File: src/inc/xcvr_pkg.sv
// Purpose: Shared constants for the registered inverting transceiver
// Assumes: One system clock, synchronous active-high reset
// Notes: Capture log word is {ab_hit, ba_hit, ab_data, ba_data}
package xcvr_pkg;
	localparam int BUS_W = 8;
	localparam int LOG_DEPTH = 8;
	localparam int LOG_W = 2 + 2 * BUS_W;
	localparam int LOG_AB_HIT_POS = LOG_W - 1;
	localparam int LOG_BA_HIT_POS = LOG_W - 2;
	localparam int LOG_AB_DATA_LSB = BUS_W;
	localparam int LOG_BA_DATA_LSB = 0;
	localparam logic [BUS_W-1:0] STORE_RST = 8'h00;
	localparam logic [BUS_W-1:0] LINES_RST = 8'h00;
endpackage

File: src/inc/word_stream_if.sv
// Purpose: Valid/ready word stream between the transceiver and its log
// Assumes: Word taken on a clock edge where valid and ready are both high
// Notes: src drives the word, snk accepts it
`timescale 1ns/1ps
`default_nettype none
interface word_stream_if #(parameter int W = 18);
	logic valid;
	logic ready;
	logic [W-1:0] data;
	modport src (output valid, output data, input ready);
	modport snk (input valid, input data, output ready);
endinterface
`default_nettype wire

File: src/rtl/inv_transceiver.sv
// Purpose: Eight-bit registered inverting bus transceiver
// Assumes: All pins synchronous to sys_clk; capture clocks are sampled
// Notes: Driven data and enables appear one cycle after their cause
`timescale 1ns/1ps
`default_nettype none
// Notes on behaviour
// - Each register stores its bus on its capture clock rising edge.
// - With drive enable low, direction picks which bus is driven.
// - Enable low, direction low: drive A with B-side data.
// - Enable high drives neither bus; registers still capture.
// - Each port's data is stored only in its own register: A in the A-to-B register, B in the B-to-A register.
// - Source select picks live opposite bus or stored register.
// - Never drive both buses at once.
// - Capture happens on every rising edge whatever the drive state.
// - All data reaching the driven port is inverted.
// - Buses and registers are eight bits, bit for bit.
module inv_transceiver (
	// Clock and reset
	input wire logic sys_clk,
	input wire logic rst,
	// Control pins
	input wire logic drive_enable_n,
	input wire logic direction,
	input wire logic a_to_b_source_select,
	input wire logic b_to_a_source_select,
	input wire logic a_to_b_capture_clock,
	input wire logic b_to_a_capture_clock,
	// A side lines
	input wire logic [xcvr_pkg::BUS_W-1:0] port_a_lines_in,
	output logic [xcvr_pkg::BUS_W-1:0] port_a_lines_out,
	output logic port_a_lines_oe,
	// B side lines
	input wire logic [xcvr_pkg::BUS_W-1:0] port_b_lines_in,
	output logic [xcvr_pkg::BUS_W-1:0] port_b_lines_out,
	output logic port_b_lines_oe,
	// Stored contents
	output logic [xcvr_pkg::BUS_W-1:0] a_to_b_stored,
	output logic [xcvr_pkg::BUS_W-1:0] b_to_a_stored,
	// Capture log stream
	output logic capture_log_valid,
	input wire logic capture_log_ready,
	output logic [xcvr_pkg::LOG_W-1:0] capture_log_data,
	output logic capture_log_in_ready,
	output logic capture_log_dropped
);
	localparam int W = xcvr_pkg::BUS_W;

	generate
		if (W != 8)
		begin : g_bad_width
			$error("inv_transceiver: bus width must be eight");
		end
	endgenerate

	logic ab_clk_prev_q, ab_clk_prev_d, ba_clk_prev_q, ba_clk_prev_d;
	logic [W-1:0] ab_reg_q, ab_reg_d, ba_reg_q, ba_reg_d;
	logic [W-1:0] a_out_q, a_out_d, b_out_q, b_out_d;
	logic a_oe_q, a_oe_d, b_oe_q, b_oe_d;
	logic dropped_q, dropped_d;
	logic ab_rise, ba_rise;

	word_stream_if #(.W(xcvr_pkg::LOG_W)) log_in ();
	word_stream_if #(.W(xcvr_pkg::LOG_W)) log_out ();

	// Inverting selector shared by both directions
	function automatic logic [W-1:0] pick_inv(input logic sel,
		input logic [W-1:0] live, input logic [W-1:0] stored);
		pick_inv = sel ? ~stored : ~live;
	endfunction

	assign ab_rise = a_to_b_capture_clock && !ab_clk_prev_q;
	assign ba_rise = b_to_a_capture_clock && !ba_clk_prev_q;

	always_comb
	begin
		ab_clk_prev_d = a_to_b_capture_clock;
		ba_clk_prev_d = b_to_a_capture_clock;
		ab_reg_d = ab_reg_q;
		ba_reg_d = ba_reg_q;
		if (ab_rise)
			ab_reg_d = port_a_lines_in;
		if (ba_rise)
			ba_reg_d = port_b_lines_in;
	end

	always_comb
	begin
		a_oe_d = 1'b0;
		b_oe_d = 1'b0;
		a_out_d = a_out_q;
		b_out_d = b_out_q;
		if (!drive_enable_n && !direction)
		begin
			a_oe_d = 1'b1;
			a_out_d = pick_inv(b_to_a_source_select, port_b_lines_in,
				ba_reg_q);
		end
		else if (!drive_enable_n)
		begin
			b_oe_d = 1'b1;
			b_out_d = pick_inv(a_to_b_source_select, port_a_lines_in,
				ab_reg_q);
		end
	end

	// Log every capture; a full log loses the word but not the capture
	assign log_in.valid = ab_rise || ba_rise;
	assign log_in.data = {ab_rise, ba_rise, port_a_lines_in, port_b_lines_in};
	assign dropped_d = dropped_q || (log_in.valid && !log_in.ready);

	always_ff @(posedge sys_clk)
	begin
		if (rst)
		begin
			ab_clk_prev_q <= 1'b0;
			ba_clk_prev_q <= 1'b0;
			ab_reg_q <= xcvr_pkg::STORE_RST;
			ba_reg_q <= xcvr_pkg::STORE_RST;
			a_out_q <= xcvr_pkg::LINES_RST;
			b_out_q <= xcvr_pkg::LINES_RST;
			a_oe_q <= 1'b0;
			b_oe_q <= 1'b0;
			dropped_q <= 1'b0;
		end
		else
		begin
			ab_clk_prev_q <= ab_clk_prev_d;
			ba_clk_prev_q <= ba_clk_prev_d;
			ab_reg_q <= ab_reg_d;
			ba_reg_q <= ba_reg_d;
			a_out_q <= a_out_d;
			b_out_q <= b_out_d;
			a_oe_q <= a_oe_d;
			b_oe_q <= b_oe_d;
			dropped_q <= dropped_d;
		end
	end

	capture_log_fifo #(
		.W(xcvr_pkg::LOG_W),
		.DEPTH(xcvr_pkg::LOG_DEPTH)
	) u_log (
		.sys_clk(sys_clk),
		.rst(rst),
		.fill(log_in.snk),
		.drain(log_out.src)
	);

	assign log_out.ready = capture_log_ready;
	assign capture_log_valid = log_out.valid;
	assign capture_log_data = log_out.data;
	assign capture_log_in_ready = log_in.ready;
	assign capture_log_dropped = dropped_q;
	assign port_a_lines_out = a_out_q;
	assign port_b_lines_out = b_out_q;
	assign port_a_lines_oe = a_oe_q;
	assign port_b_lines_oe = b_oe_q;
	assign a_to_b_stored = ab_reg_q;
	assign b_to_a_stored = ba_reg_q;
endmodule // inv_transceiver
`default_nettype wire

File: src/rtl/capture_log_fifo.sv
// Purpose: Flip-flop FIFO for captured words
// Assumes: Depth is a power of two, at least two
// Notes: Full and empty are exact; no write while full
`timescale 1ns/1ps
`default_nettype none
module capture_log_fifo #(
	parameter int W = 18,
	parameter int DEPTH = 8
) (
	// Clock and reset
	input wire logic sys_clk,
	input wire logic rst,
	// Fill and drain sides
	word_stream_if.snk fill,
	word_stream_if.src drain
);
	localparam int AW = $clog2(DEPTH);
	localparam logic [AW:0] FULL_CNT = (AW+1)'(DEPTH);

	generate
		if (DEPTH < 2 || (DEPTH & (DEPTH - 1)) != 0)
		begin : g_bad_depth
			$error("capture_log_fifo: DEPTH must be a power of two >= 2");
		end
	endgenerate

	logic [W-1:0] mem_q [DEPTH];
	logic [W-1:0] mem_d [DEPTH];
	logic [AW-1:0] wr_ptr_q, wr_ptr_d, rd_ptr_q, rd_ptr_d;
	logic [AW:0] count_q, count_d;
	logic push, pop;

	assign fill.ready = (count_q != FULL_CNT);
	assign drain.valid = (count_q != '0);
	assign drain.data = mem_q[rd_ptr_q];
	assign push = fill.valid && fill.ready;
	assign pop = drain.valid && drain.ready;

	always_comb
	begin
		mem_d = mem_q;
		wr_ptr_d = wr_ptr_q;
		rd_ptr_d = rd_ptr_q;
		count_d = count_q;
		if (push)
		begin
			mem_d[wr_ptr_q] = fill.data;
			wr_ptr_d = wr_ptr_q + 1'b1;
		end
		if (pop)
			rd_ptr_d = rd_ptr_q + 1'b1;
		if (push && !pop)
			count_d = count_q + 1'b1;
		else if (pop && !push)
			count_d = count_q - 1'b1;
	end

	// Storage is not reset; only pointers matter
	always_ff @(posedge sys_clk)
	begin
		mem_q <= mem_d;
		if (rst)
		begin
			wr_ptr_q <= '0;
			rd_ptr_q <= '0;
			count_q <= '0;
		end
		else
		begin
			wr_ptr_q <= wr_ptr_d;
			rd_ptr_q <= rd_ptr_d;
			count_q <= count_d;
		end
	end
endmodule // capture_log_fifo
`default_nettype wire

File: config.mk
export PLATFORM = sky130hd
export DESIGN_NAME = inv_transceiver
export DESIGN_NICKNAME = d
export VERILOG_FILES = /design/src/inc/xcvr_pkg.sv /design/src/inc/word_stream_if.sv /design/src/rtl/inv_transceiver.sv /design/src/rtl/capture_log_fifo.sv
export SDC_FILE = /design/constraint.sdc
export NUM_CORES = 1
export LEC_CHECK = 0
export BUFFER_PORTS_ARGS = -buffer_cell sky130_fd_sc_hd__buf_2
export CORE_ASPECT_RATIO = 0.5
export CORE_MARGIN = 4
export CORE_UTILIZATION = 35
export DETAILED_ROUTE_END_ITERATION = 12
export PLACE_DENSITY = 0.54
export SLEW_MARGIN = 20
export SYNTH_ARGS = -nofsm -noshare
export SYNTH_HDL_FRONTEND = slang
export SYNTH_SLANG_ARGS = --single-unit
File: constraint.sdc
create_clock -name sys_clk -period 3.6 [get_ports sys_clk]
set_input_delay 0.36 -clock sys_clk [delete_from_list [all_inputs] [get_ports sys_clk]]
set_output_delay 0.36 -clock sys_clk [all_outputs]
set_load 0.01 [all_outputs]
Word level (Yosys, flattened, before mapping)
Cells that the tools add are included.
{ "classes": {"n_addsub": 4, "magnitude_cmp": 3, "eq_ne": 1, "mux": 12, "bitwise_logic": 8, "reduce_logical": 22} }
{ "op_table": {"columns": ["operator", "count"], "rows": [
  ["$bwmux 144", 1],
  ["$bmux 18 s3", 1],
  ["$demux 18 s3", 1],
  ["$mux 18", 3],
  ["$not 8->8", 4],
  ["$mux 8", 2],
  ["$logic_and 1x1->1", 9],
  ["$ge 4x4->1 const B", 2],
  ["$mux 4", 2],
  ["$not 3->4", 2],
  ["$logic_not 1->1", 7],
  ["$add 3x1->3 const B", 2],
  ["$add 4x1->4 const B", 1],
  ["$lt 4x1->1 const B", 1],
  ["$ne 4x4->1 const B", 1],
  ["$reduce_bool 4->1", 1],
  ["$sub 4x1->4 const B", 1],
  ["$logic_or 1x1->1", 2],
  ["$mux 1", 2],
  ["$not 1->1", 2],
  ["$reduce_and 2->1", 1],
  ["$reduce_bool 2->1", 1],
  ["$reduce_or 2->1", 1]
]} }
{ "word_totals": {"regBits": 191, "inputBits": 25, "output_inout_bits": 55, "wordCells": 70} }

Depth between registers and ports, before layout
Gate-level depths: netlist of the first run.
{ "depth": {"depth_word": 8, "ltp_mapped": 12, "ltp_nobuf": 11} }

By module
A second synthesis of the first run with hierarchy kept.
{ "unflattened": {"hier_cells": 415, "hier_area_um2": 7457.2} }
{ "modules_own_cells": {"columns": ["module", "n_inst", "cells_per_inst", "area_each_um2", "seq_area_each_um2"], "rows": [
  ["capture_log_fifo", 1, 277, 6080.8, 4524.3],
  ["inv_transceiver", 1, 138, 1376.3, 740.7]
]} }

Worst setup path before layout of the first run
No wires, ideal clock.
{ "synth_timing": {"path_kind": "input -> register", "start": "in b_to_a_capture_clock", "end": "reg u_log.mem_q[126] (netlist bit) (enable)", "setup_time_ps": 439, "arrival_time_ps": 2507, "t_required_ps": 3161, "setup_slack_ps": 654, "stages": 5, "n_path_buf": 1, "path_cell_list": "nand2b_1 > buf_2 > inv_1 > o21ai_4 > nor4_1"} }
{ "synth_via": {"elab_chain_len": 3} }
{ "synth_lines": {"columns": ["element", "line", "text"], "rows": [
  ["from (decl)", "inv_transceiver.sv:27", "input wire logic b_to_a_capture_clock,"],
  ["$logic_and 1x1->1", "inv_transceiver.sv:72", "assign ba_rise = b_to_a_capture_clock && !ba_clk_prev_q;"],
  ["$logic_or 1x1->1", "inv_transceiver.sv:107", "assign log_in.valid = ab_rise || ba_rise;"],
  ["$logic_and 1x1->1", "capture_log_fifo.sv:36", "assign push = fill.valid && fill.ready;"],
  ["to (signal assigned)", "capture_log_fifo.sv:61", "mem_q <= mem_d;"],
  ["to (decl)", "capture_log_fifo.sv:27", "logic [W-1:0] mem_q [DEPTH];"]
]} }
Every way passes these cells.
A chain may end at the register's enable or synchronous reset.

Worst setup path in the final report of the first run
{ "layout_timing": {"start": "reg u_log.rd_ptr_q[0]", "end": "out capture_log_data[3] (netlist bit)"} }
{ "layout_via": {"elab_chain_len": 4} }
{ "layout_lines": {"columns": ["element", "line", "text"], "rows": [
  ["from (decl)", "capture_log_fifo.sv:29", "logic [AW-1:0] wr_ptr_q, wr_ptr_d, rd_ptr_q, rd_ptr_d;"],
  ["from (signal assigned)", "capture_log_fifo.sv:71", "rd_ptr_q <= rd_ptr_d;"],
  ["$not 3->4 (not written as such)", "capture_log_fifo.sv:35", "assign drain.data = mem_q[rd_ptr_q];"],
  ["$bmux 18 s3", "capture_log_fifo.sv:35", null],
  ["$mux 18 (not written as such) (2 in a row)", "capture_log_fifo.sv:35", null],
  ["to (decl)", "inv_transceiver.sv:42", "output logic [xcvr_pkg::LOG_W-1:0] capture_log_data,"]
]} }
Every way passes these cells. The select of a mux whose other input is x is not followed.

==> metrics.txt, run 1 <==
CTS tree=yes; worst skew pair latency=0.43 ns; Gate power share=0.212; drc violations=0; CTS Sinks=191; Routed WL per cell=19.07 um; internal power=4237 uW; clk root buf=clkbuf_16; Leak=0.003165 uW; Worst setup SP type=flip-flop; Layout area overhead=18.40%; CTS Buf Count=17; post-route setup slack=0.8080 ns; peak fanout along the critical path=23; vias in the first global route=4078; Seq/Total Area, Yosys=0.7039; Slowest cell on crit path=dfxtp_2; Ys Warns=0; type of the worst setup path=flip-flop to output port; Final TNS setup=0 ns; outcome=finished clean; RSZ-0062 raised after global routing=no; total power density per cell area=664.8 nW/um2; Tmin final=2.792 ns; max-slew violations=0; Fin Clk Skew=0.01059 ns; Die Width=214.7 um; Critical Path Start=u_log.rd_ptr_q[0]; worst hold margin=0.1658 ns; row cnt=37; All-Layer GR Usage=0.1317; Worst Path Required=3.24 ns; initial antenna violation count=0; P_sw=1650 uW; Max stage delay on crit path=0.69 ns; final setup violation count=0; share of cells above drive strength 1=0.3028; global route overflow=0; cts repair resizes=0; Core Box Area=20790 um2; Clock Power Share=0.329; CP Capture Type=output port; Antenna Cells=0; Top Family by Delay on Critical Path=multiplexers; Die Y=111.4 um; Slew @ Worst Pin=0.7963 ns; Max Freq=0.3582 GHz; DR vias/cell=4.889; Initial DRC Count=193; worst rel slew slack=0.4691; Cell Area, Synth=7480 um2; Place WS=0.7021 ns; maximum vdd drop=0.3933 mV; cts hold-fix bufs=0; Cell Chain, Critical Path=buf_12 > mux4_1 > mux2_2 > buf_2; FF-to-FF path depth=10; Starting Density=0.3598; WHS Path Cells=2; first drt pass iteration count=4; reg2reg start=u_log.count_q[0]; NumNets Final=553; HP Start=a_to_b_capture_clock; top cells by area, synth=edfxtp_1 (58%), dfxtp_1 (13%), mux4_1 (9.1%), mux4_2 (3.0%), mux2_2 (2.9%); port bufs=79; Mapped Cells=434; global-route wire length before repair=24120 um; largest net degree at the start of global routing=42; Bufs and invs on worst path=2; period utilisation layout=0.7756; largest area contributor in the netlist=edfxtp_1; RePlAce Congestion=0.7108; switch share=0.2803; Die Footprint=23920 um2; sequential share of power=0.458; hold endpoint=ab_clk_prev_q; CTS Buffer Depth=2; clock slew at reported path FFs=0.07 ns; vias=3950; antenna viol nets, final=0; Max Cap Violations=0; Yosys cell types=30; hpwl dp=9360 um; Ports=80; Arr. time, crit path=2.43 ns; Post-Syn Area per Cell=17.23 um2; postcts setup bufs=0; final core occ=0.4261; Synth top area share=0.5781; RR Endpoint=u_log.count_q[3]; final hold violation count=0; syn_nets=465; worst hold path type=input port to flip-flop; fillers=1809; WL final=15410 um; reg2reg setup slack=0.83 ns; Synth Register Bits=191; H-tree depth=4
==> through the flow <==
stage	power, uW	cells	cell area [um2]
5_1_grt	6168	808	8856
3_5_place_dp	4031	776	8228
2_1_floorplan	3611	434	7480
6_report	5887	808	8856
3_3_place_gp	4020	776	8228
4_1_cts	5974	808	8856
==> cells in the final DEF, fill, tap and decap left out, drive strengths merged, types with 2 or more instances in the layout <==
cell type	n
edfxtp	144
buf	92
dfxtp	47
nand2	38
mux4	36
a21oi	29
nor2	26
mux2	19
clkbuf	18
inv	12
nor2b	11
mux2i	9
a211oi	9
a22o	8
nand2b	5
nor3	5
ha	5
clkinv	5
xor2	4
nand3	3
xnor2	2
==> cell usage after synthesis <==
master / count
a211oi_1: 9
a21oi_1: 29
a22o_1: 8
a31oi_1: 1
buf_2: 8
buf_6: 4
clkbuf_1: 11
dfxtp_1: 47
edfxtp_1: 144
fa_1: 1
ha_1: 5
inv_1: 4
mux2_2: 19
mux2i_1: 9
mux4_1: 26
mux4_2: 10
nand2_1: 38
nand2b_1: 5
nand3_1: 3
nor2_1: 26
nor2b_1: 11
nor3_1: 4
nor3_2: 1
nor4_1: 1
o211ai_1: 1
o21ai_4: 1
or4_1: 1
or4b_4: 1
xnor2_1: 2
xor2_1: 4
==> power groups by stage <==
stage | registers (uW) | logic [uW] | clock network (uW)
6_report | 2700 | 1250 | 1940
5_1_grt | 2720 | 1370 | 2070
4_1_cts | 2700 | 1290 | 1990
3_5_place_dp | 2750 | 1280 | 0
3_3_place_gp | 2750 | 1270 | 0
2_1_floorplan | 2700 | 906 | 0
==> worst max-delay path by stage <==
stage,endpoint,depth (start not counted)
after CTS,capture_log_data[3],4
after floorplan,u_log.mem_q[126],5
after detailed placement,u_log.count_q[3],12
after global placement,u_log.count_q[3],12
final,capture_log_data[3],4
after global routing,u_log.count_q[3],11
==> state kept, by name, summed over array words and instances (netlist names) <==
| register | count |
|---|---|
| a_to_b_stored | 8 |
| ab_clk_prev_q | 1 |
| b_to_a_stored | 8 |
| ba_clk_prev_q | 1 |
| capture_log_dropped | 1 |
| port_a_lines_oe | 1 |
| port_a_lines_out | 8 |
| port_b_lines_oe | 1 |
| port_b_lines_out | 8 |
| u_log.count_q | 4 |
| u_log.mem_q | 144 |
| u_log.rd_ptr_q | 3 |
| u_log.wr_ptr_q | 3 |
==> worst reg2reg max path: stages (launching register included) <==
cell      delay [ns]
dfxtp_1         0.37
or4b_4          0.60
o21ai_4         0.13
inv_1           0.14
ha_1            0.22
inv_1           0.13
ha_1            0.29
a21oi_1         0.19
a211oi_1        0.10
a31oi_1         0.17
mux2_2          0.34
==> cells by family (layout without fill, tap and decap cells) <==
logic type	Yosys count	after routing	synth area share
DFF	191	191	0.7039
and+or+nand+nor	91	91	0.05520
buffers and inverters	27	128	0.01890
xor gates and xnor gates	6	6	0.007026
AOI/OAI and AO/OA	49	49	0.04182
muxes	64	64	0.1621
adders and majority gates	6	6	0.01104
==> layer usage <==
metal | track usage | up-vias | part of all wire
met2 | 0.1963 | 65 | 0.45
met1 | 0.1947 | 2008 | 0.50
li1 | - | 1872 | -
met5 | 0 | - | 0
met4 | 0.03237 | 0 | 0.0056
met3 | 0.03327 | 5 | 0.042
==> cell type report <==
| class | instances | area [um2] | share of cell area |
|---|---|---|---|
| clock buffer | 18 | 439.2 | 0.04959 |
| timing repair buffer | 92 | 505.5 | 0.05708 |
| sequential | 191 | 5266 | 0.5947 |
| multi-input combinational | 216 | 2100 | 0.2371 |
| inverter | 4 | 15.01 | 0.001695 |
| clock inverter | 14 | 188.9 | 0.02133 |
| tap | 273 | 341.6 | 0.03857 |
(Power assumes the default switching activity.)
==> run 2: changes to the inputs <==
--- a/config.mk
+++ b/config.mk
@@ -10,7 +10,7 @@
 export CORE_MARGIN = 4
 export CORE_UTILIZATION = 35
 export DETAILED_ROUTE_END_ITERATION = 12
-export PLACE_DENSITY = 0.54
+export PLACE_DENSITY = 0.56
 export SLEW_MARGIN = 20
 export SYNTH_ARGS = -nofsm -noshare
 export SYNTH_HDL_FRONTEND = slang
==> constraint.sdc (replaced) <==
create_clock -name sys_clk -period 2.4 [get_ports sys_clk]
set_input_delay 0.24 -clock sys_clk [delete_from_list [all_inputs] [get_ports sys_clk]]
set_output_delay 0.24 -clock sys_clk [all_outputs]
set_load 0.01 [all_outputs]
==> metrics.txt, run 2 (synthesis gave the netlist of run 1 again) <==
Slowest cell on crit path=mux4_1; outcome=finished clean; Bufs and invs on worst path=2; Core Box Area=20790 um2; port bufs=79; type of the worst setup path=flip-flop to output port; Ports=80; WL final=15920 um; CTS Buf Count=17; largest net degree at the start of global routing=37; hpwl dp=9962 um; FF-to-FF path depth=10; total power density per cell area=1000 nW/um2; global-route wire length before repair=25050 um; Clock Power Share=0.317; All-Layer GR Usage=0.1361; max-slew violations=0; maximum vdd drop=0.5045 mV; antenna viol nets, final=0; Max Cap Violations=0; Die Footprint=23920 um2; vias=4037; cts hold-fix bufs=0; P_sw=2600 uW; internal power=6387 uW; Cell Chain, Critical Path=buf_4 > mux4_1 > mux2_2 > buf_2; initial antenna violation count=0; HP Start=b_to_a_capture_clock; Routed WL per cell=19.46 um; peak fanout along the critical path=11; Largest register FFs=144; period utilisation layout=0.9652; drc violations=0; Layout area overhead=20.14%; DR vias/cell=4.935; final setup violation count=0; RePlAce Congestion=0.6924; CTS Sinks=191; sequential share of power=0.445; RSZ-0062 raised after global routing=yes; reg2reg start=u_log.count_q[0]; Gate power share=0.238; Starting Density=0.3598; CTS Buffer Depth=2; vias in the first global route=4241; Worst setup SP type=flip-flop; switch share=0.2893; share of cells above drive strength 1=0.3376; Top Family by Delay on Critical Path=multiplexers; hold endpoint=ba_clk_prev_q; Slew @ Worst Pin=0.7265 ns; clk root buf=clkbuf_16; Antenna Cells=0; Die Y=111.4 um; WHS Path Cells=2; Worst Path Required=2.16 ns; most common cell after layout, fill and taps aside=edfxtp_1; clock slew at reported path FFs=0.08 ns; worst rel slew slack=0.5157; largest register by flop count=u_log.mem_q; worst hold path type=input port to flip-flop; CTS tree=yes; Max Freq=0.4317 GHz; final hold violation count=0; worst skew pair latency=0.42 ns; final core occ=0.4323; CP Capture Type=output port; first drt pass iteration count=4; Tmin final=2.316 ns; Fin Clk Skew=0.009488 ns; NumNets Final=563; reg2reg setup slack=0.09 ns; Final TNS setup=0 ns; Arr. time, crit path=2.08 ns; RR Endpoint=u_log.count_q[3]; row cnt=37; global route overflow=0; Max stage delay on crit path=0.63 ns; Leak=0.003210 uW; Initial DRC Count=193; most frequent cells in the layout=edfxtp_1 (144), buf_2 (79), dfxtp_1 (43); Die Width=214.7 um; H-tree depth=4
[run 2: cell count changes in the layout (fill, tap and decap cells not counted), moves of 2 or more]
cell / previous run / this run
dfxtp_2: 1 / 4
buf_4: 12 / 21
ha_1: 5 / 3
ha_4: 0 / 2
inv_1: 4 / 2
dfxtp_1: 46 / 43
[run 2: per-stage QoR]
stage	cells	power [uW]	setup slack, ns	cell area, um2	hold slack, ns
after floorplan	434	5458	-0.07172	7515	0.3389
after global placement	786	6161	0.03686	8348	0.4502
after detailed placement	786	6196	0.02211	8348	0.4582
after CTS	818	9050	0.007491	8960	0.03116
after global routing	818	9424	-0.009598	8986	0.03768
final	818	8987	0.08357	8986	0.04851
[run 2: worst register-to-register path: cells and delay by family, from the launching register on]
family	cells	cell delay, ns
AO/OA/AOI/OAI	4	0.45
adder cells (fa/ha/maj)	2	0.38
multiplexers	1	0.35
flip-flops	1	0.33
buffers and inverters	2	0.14
AND/OR/NAND/NOR	1	0.55
[run 2: how the worst max path moves through the flow]
stage / startpoint / to / cells after the start
after floorplan: ba_clk_prev_q / u_log.mem_q[100] / 5
after global placement: u_log.count_q[2] / u_log.count_q[3] / 10
after detailed placement: u_log.count_q[2] / u_log.count_q[3] / 10
after CTS: u_log.count_q[2] / u_log.count_q[3] / 10
after global routing: u_log.count_q[0] / u_log.count_q[3] / 10
final: u_log.rd_ptr_q[0] / capture_log_data[12] / 4
[run 2: repair_timing]
item / in CTS / in global routing
buffers inserted: 0 / 0
endpoints found under the setup margin: 0 / 2
gates resized for setup: 0 / 8
[run 2: metal layers]
metal	share of wire	track usage	routed length (um)	vias to the layer above
li1	-	-	-	1893
met3	0.029	0.02891	469	14
met4	0.011	0.03625	175	0
met5	0	0	0	-
met1	0.49	0.1933	7845	2060
met2	0.47	0.2151	7427	70
[run 2: area by class of cell]
| class | count | area, um2 |
|---|---|---|
| clock buffer | 18 | 439.2 |
| clock inverter | 14 | 172.7 |
| fill | 1857 | 11800 |
| inverter | 4 | 17.52 |
| multi-input combinational | 216 | 2152 |
| sequential | 191 | 5270 |
| tap | 273 | 341.6 |
| timing repair buffer | 102 | 593.1 |
[run 2: power by group through the flow]
| stage | logic (uW) | clock network, uW | registers, uW |
|---|---|---|---|
| 2_1_floorplan | 1400 | 0 | 4060 |
| 3_3_place_gp | 2100 | 0 | 4060 |
| 3_5_place_dp | 2120 | 0 | 4080 |
| 4_1_cts | 2130 | 2920 | 4000 |
| 5_1_grt | 2330 | 3060 | 4030 |
| 6_report | 2140 | 2850 | 4000 |
==> run 3: changes to the inputs <==
--- a/config.mk
+++ b/config.mk
@@ -10,6 +10,7 @@
 export CORE_MARGIN = 4
 export CORE_UTILIZATION = 35
 export DETAILED_ROUTE_END_ITERATION = 12
+export GPL_TIMING_DRIVEN = 0
 export PLACE_DENSITY = 0.56
 export SLEW_MARGIN = 20
 export SYNTH_ARGS = -nofsm -noshare
==> constraint.sdc (replaced) <==
create_clock -name sys_clk -period 2.4 [get_ports sys_clk]
set_input_delay 0.24 -clock sys_clk [delete_from_list [all_inputs] [get_ports sys_clk]]
set_output_delay 0.24 -clock sys_clk [all_outputs]
set_load 0.1 [all_outputs]
==> metrics.txt, run 3 (synthesis gave the netlist of run 1 again) <==
WL final=16750 um; worst skew pair latency=0.42 ns; type of the worst setup path=flip-flop to flip-flop; Critical Path Start=u_log.count_q[2]; Tmin final=2.357 ns; switch share=0.3781; vias in the first global route=4262; outcome=finished clean; Antenna Cells=0; Max Cap Violations=0; maximum vdd drop=0.5882 mV; period utilisation layout=0.9822; CTS tree=yes; largest register by flop count=u_log.mem_q; RR Endpoint=u_log.count_q[3]; RSZ-0062 raised after global routing=yes; Layout area overhead=28.69%; M2 GR Usage=0.2244; total power density per cell area=1203 nW/um2; Gate power share=0.410; CTS Buffer Depth=2; Die Y=111.4 um; clk root buf=clkbuf_16; Ports=80; peak fanout along the critical path=4; share of cells above drive strength 1=0.3811; Die Footprint=23920 um2; largest net degree at the start of global routing=22; most frequent cells in the layout=edfxtp_1 (144), buf_2 (65), dfxtp_1 (42); RePlAce Congestion=0.7526; Initial DRC Count=277; antenna viol nets, final=0; DR vias/cell=5.025; clock slew at reported path FFs=0.07 ns; Starting Density=0.3598; Setup crit end=u_log.count_q[3]; internal power=7203 uW; sequential share of power=0.347; max-slew violations=0; Arr. time, crit path=2.66 ns; WHS Path Cells=2; P_sw=4378 uW; GRT busiest layer=met2; Slew @ Worst Pin=0.5944 ns; Worst Path Required=2.70 ns; drc violations=0; Worst setup SP type=flip-flop; reg2reg setup slack=0.04 ns; worst hold path type=input port to flip-flop; Die Width=214.7 um; worst hold margin=0.05441 ns; NumNets Final=590; global-route wire length before repair=25600 um; final hold violation count=0; Core Box Area=20790 um2; vias=4246; Routed WL per cell=19.82 um; Final Cell Area=9625 um2; Largest register FFs=144; H-tree depth=4; CTS Buf Count=17; CTS Sinks=191; Fin Clk Skew=0.01552 ns; first drt pass iteration count=4; Leak=0.003447 uW; global route overflow=0; row cnt=37; DP Area=8381 um2; CP Capture Type=flip-flop; fillers=1769; reg2reg start=u_log.count_q[2]; most common cell after layout, fill and taps aside=edfxtp_1; port bufs=78; met3 usage=0.02782; worst rel slew slack=0.6037; final setup violation count=0; FF-to-FF path depth=10; Max Freq=0.4242 GHz; All-Layer GR Usage=0.1390; hpwl dp=10960 um; GR Util met1=0.1978; Clock Power Share=0.243; initial antenna violation count=0
-- run 3: changes by cell type in the layout (fill, tap and decap cells not counted), sizes merged --
cell      change
buf          +15
clkbuf       +11
clkinv        +3
inv           -3
clkinvlp      +1
-- run 3: timing repair --
action,CTS,global route
gates resized for setup,63,57
pin swaps,4,10
gates cloned,0,3
hold buffers,0,0
endpoints found under the setup margin,19,94
setup buffers,8,9
-- run 3: routing by layer --
metal	up-vias	part of all wire
met5	-	0
met1	2214	0.49
met2	89	0.47
met3	4	0.038
met4	0	0.0041
li1	1939	-
-- run 3: layout make-up --
type	count	area [um2]	area share
Buffer	21	176.4	0.01833
Clock buffer	17	425.4	0.04420
Clock inverter	15	186.4	0.01937
Inverter	4	17.52	0.001820
Multi-Input combinational cell	216	2211	0.2297
Sequential cell	191	5276	0.5482
Tap cell	273	341.6	0.03549
Timing Repair Buffer	108	991.0	0.1030
-- run 3: power by group through the flow --
| stage | Clock, uW | Sequential (uW) | Combinational, uW |
|---|---|---|---|
| after floorplan | 0 | 4310 | 2710 |
| after global placement | 0 | 4070 | 3600 |
| after detailed placement | 0 | 4080 | 3700 |
| after CTS | 2870 | 4010 | 4210 |
| after global routing | 3010 | 4050 | 4990 |
| final | 2810 | 4020 | 4750 |
-- run 3: worst min-delay path by stage --
| stage | startpoint | end |
|---|---|---|
| 4_1_cts | a_to_b_capture_clock | ab_clk_prev_q |
| 5_1_grt | a_to_b_capture_clock | ab_clk_prev_q |
| 3_3_place_gp | port_a_lines_out[2] | port_a_lines_out[2] |
| 6_report | a_to_b_capture_clock | ab_clk_prev_q |
| 2_1_floorplan | port_b_lines_in[0] | u_log.mem_q[0] |
| 3_5_place_dp | port_a_lines_out[6] | port_a_lines_out[6] |
-- run 3: per-stage QoR --
step                      cells    util  setup WS (ns)  total power [uW]  setup TNS, ns
final                       845  0.4631        0.04276             11580              0
after floorplan             434       -        -0.2877              7013         -14.10
after CTS                   834  0.4461      -0.008862             11100      -0.008862
after global routing        845  0.4631        -0.1123             12040        -0.2034
after detailed placement    795  0.4032        -0.3167              7774         -1.322
after global placement      785  0.3960         -1.494              7672        -139.42
-- run 3: critical path: stages (launching register included) --
cell and delay (ns):
dfxtp_4 0.35, or4b_4 0.56, o21ai_4 0.08, inv_2 0.07
ha_4 0.17, inv_4 0.07, ha_4 0.21, a21oi_4 0.14
a211oi_2 0.08, a31oi_1 0.17, mux2_2 0.35
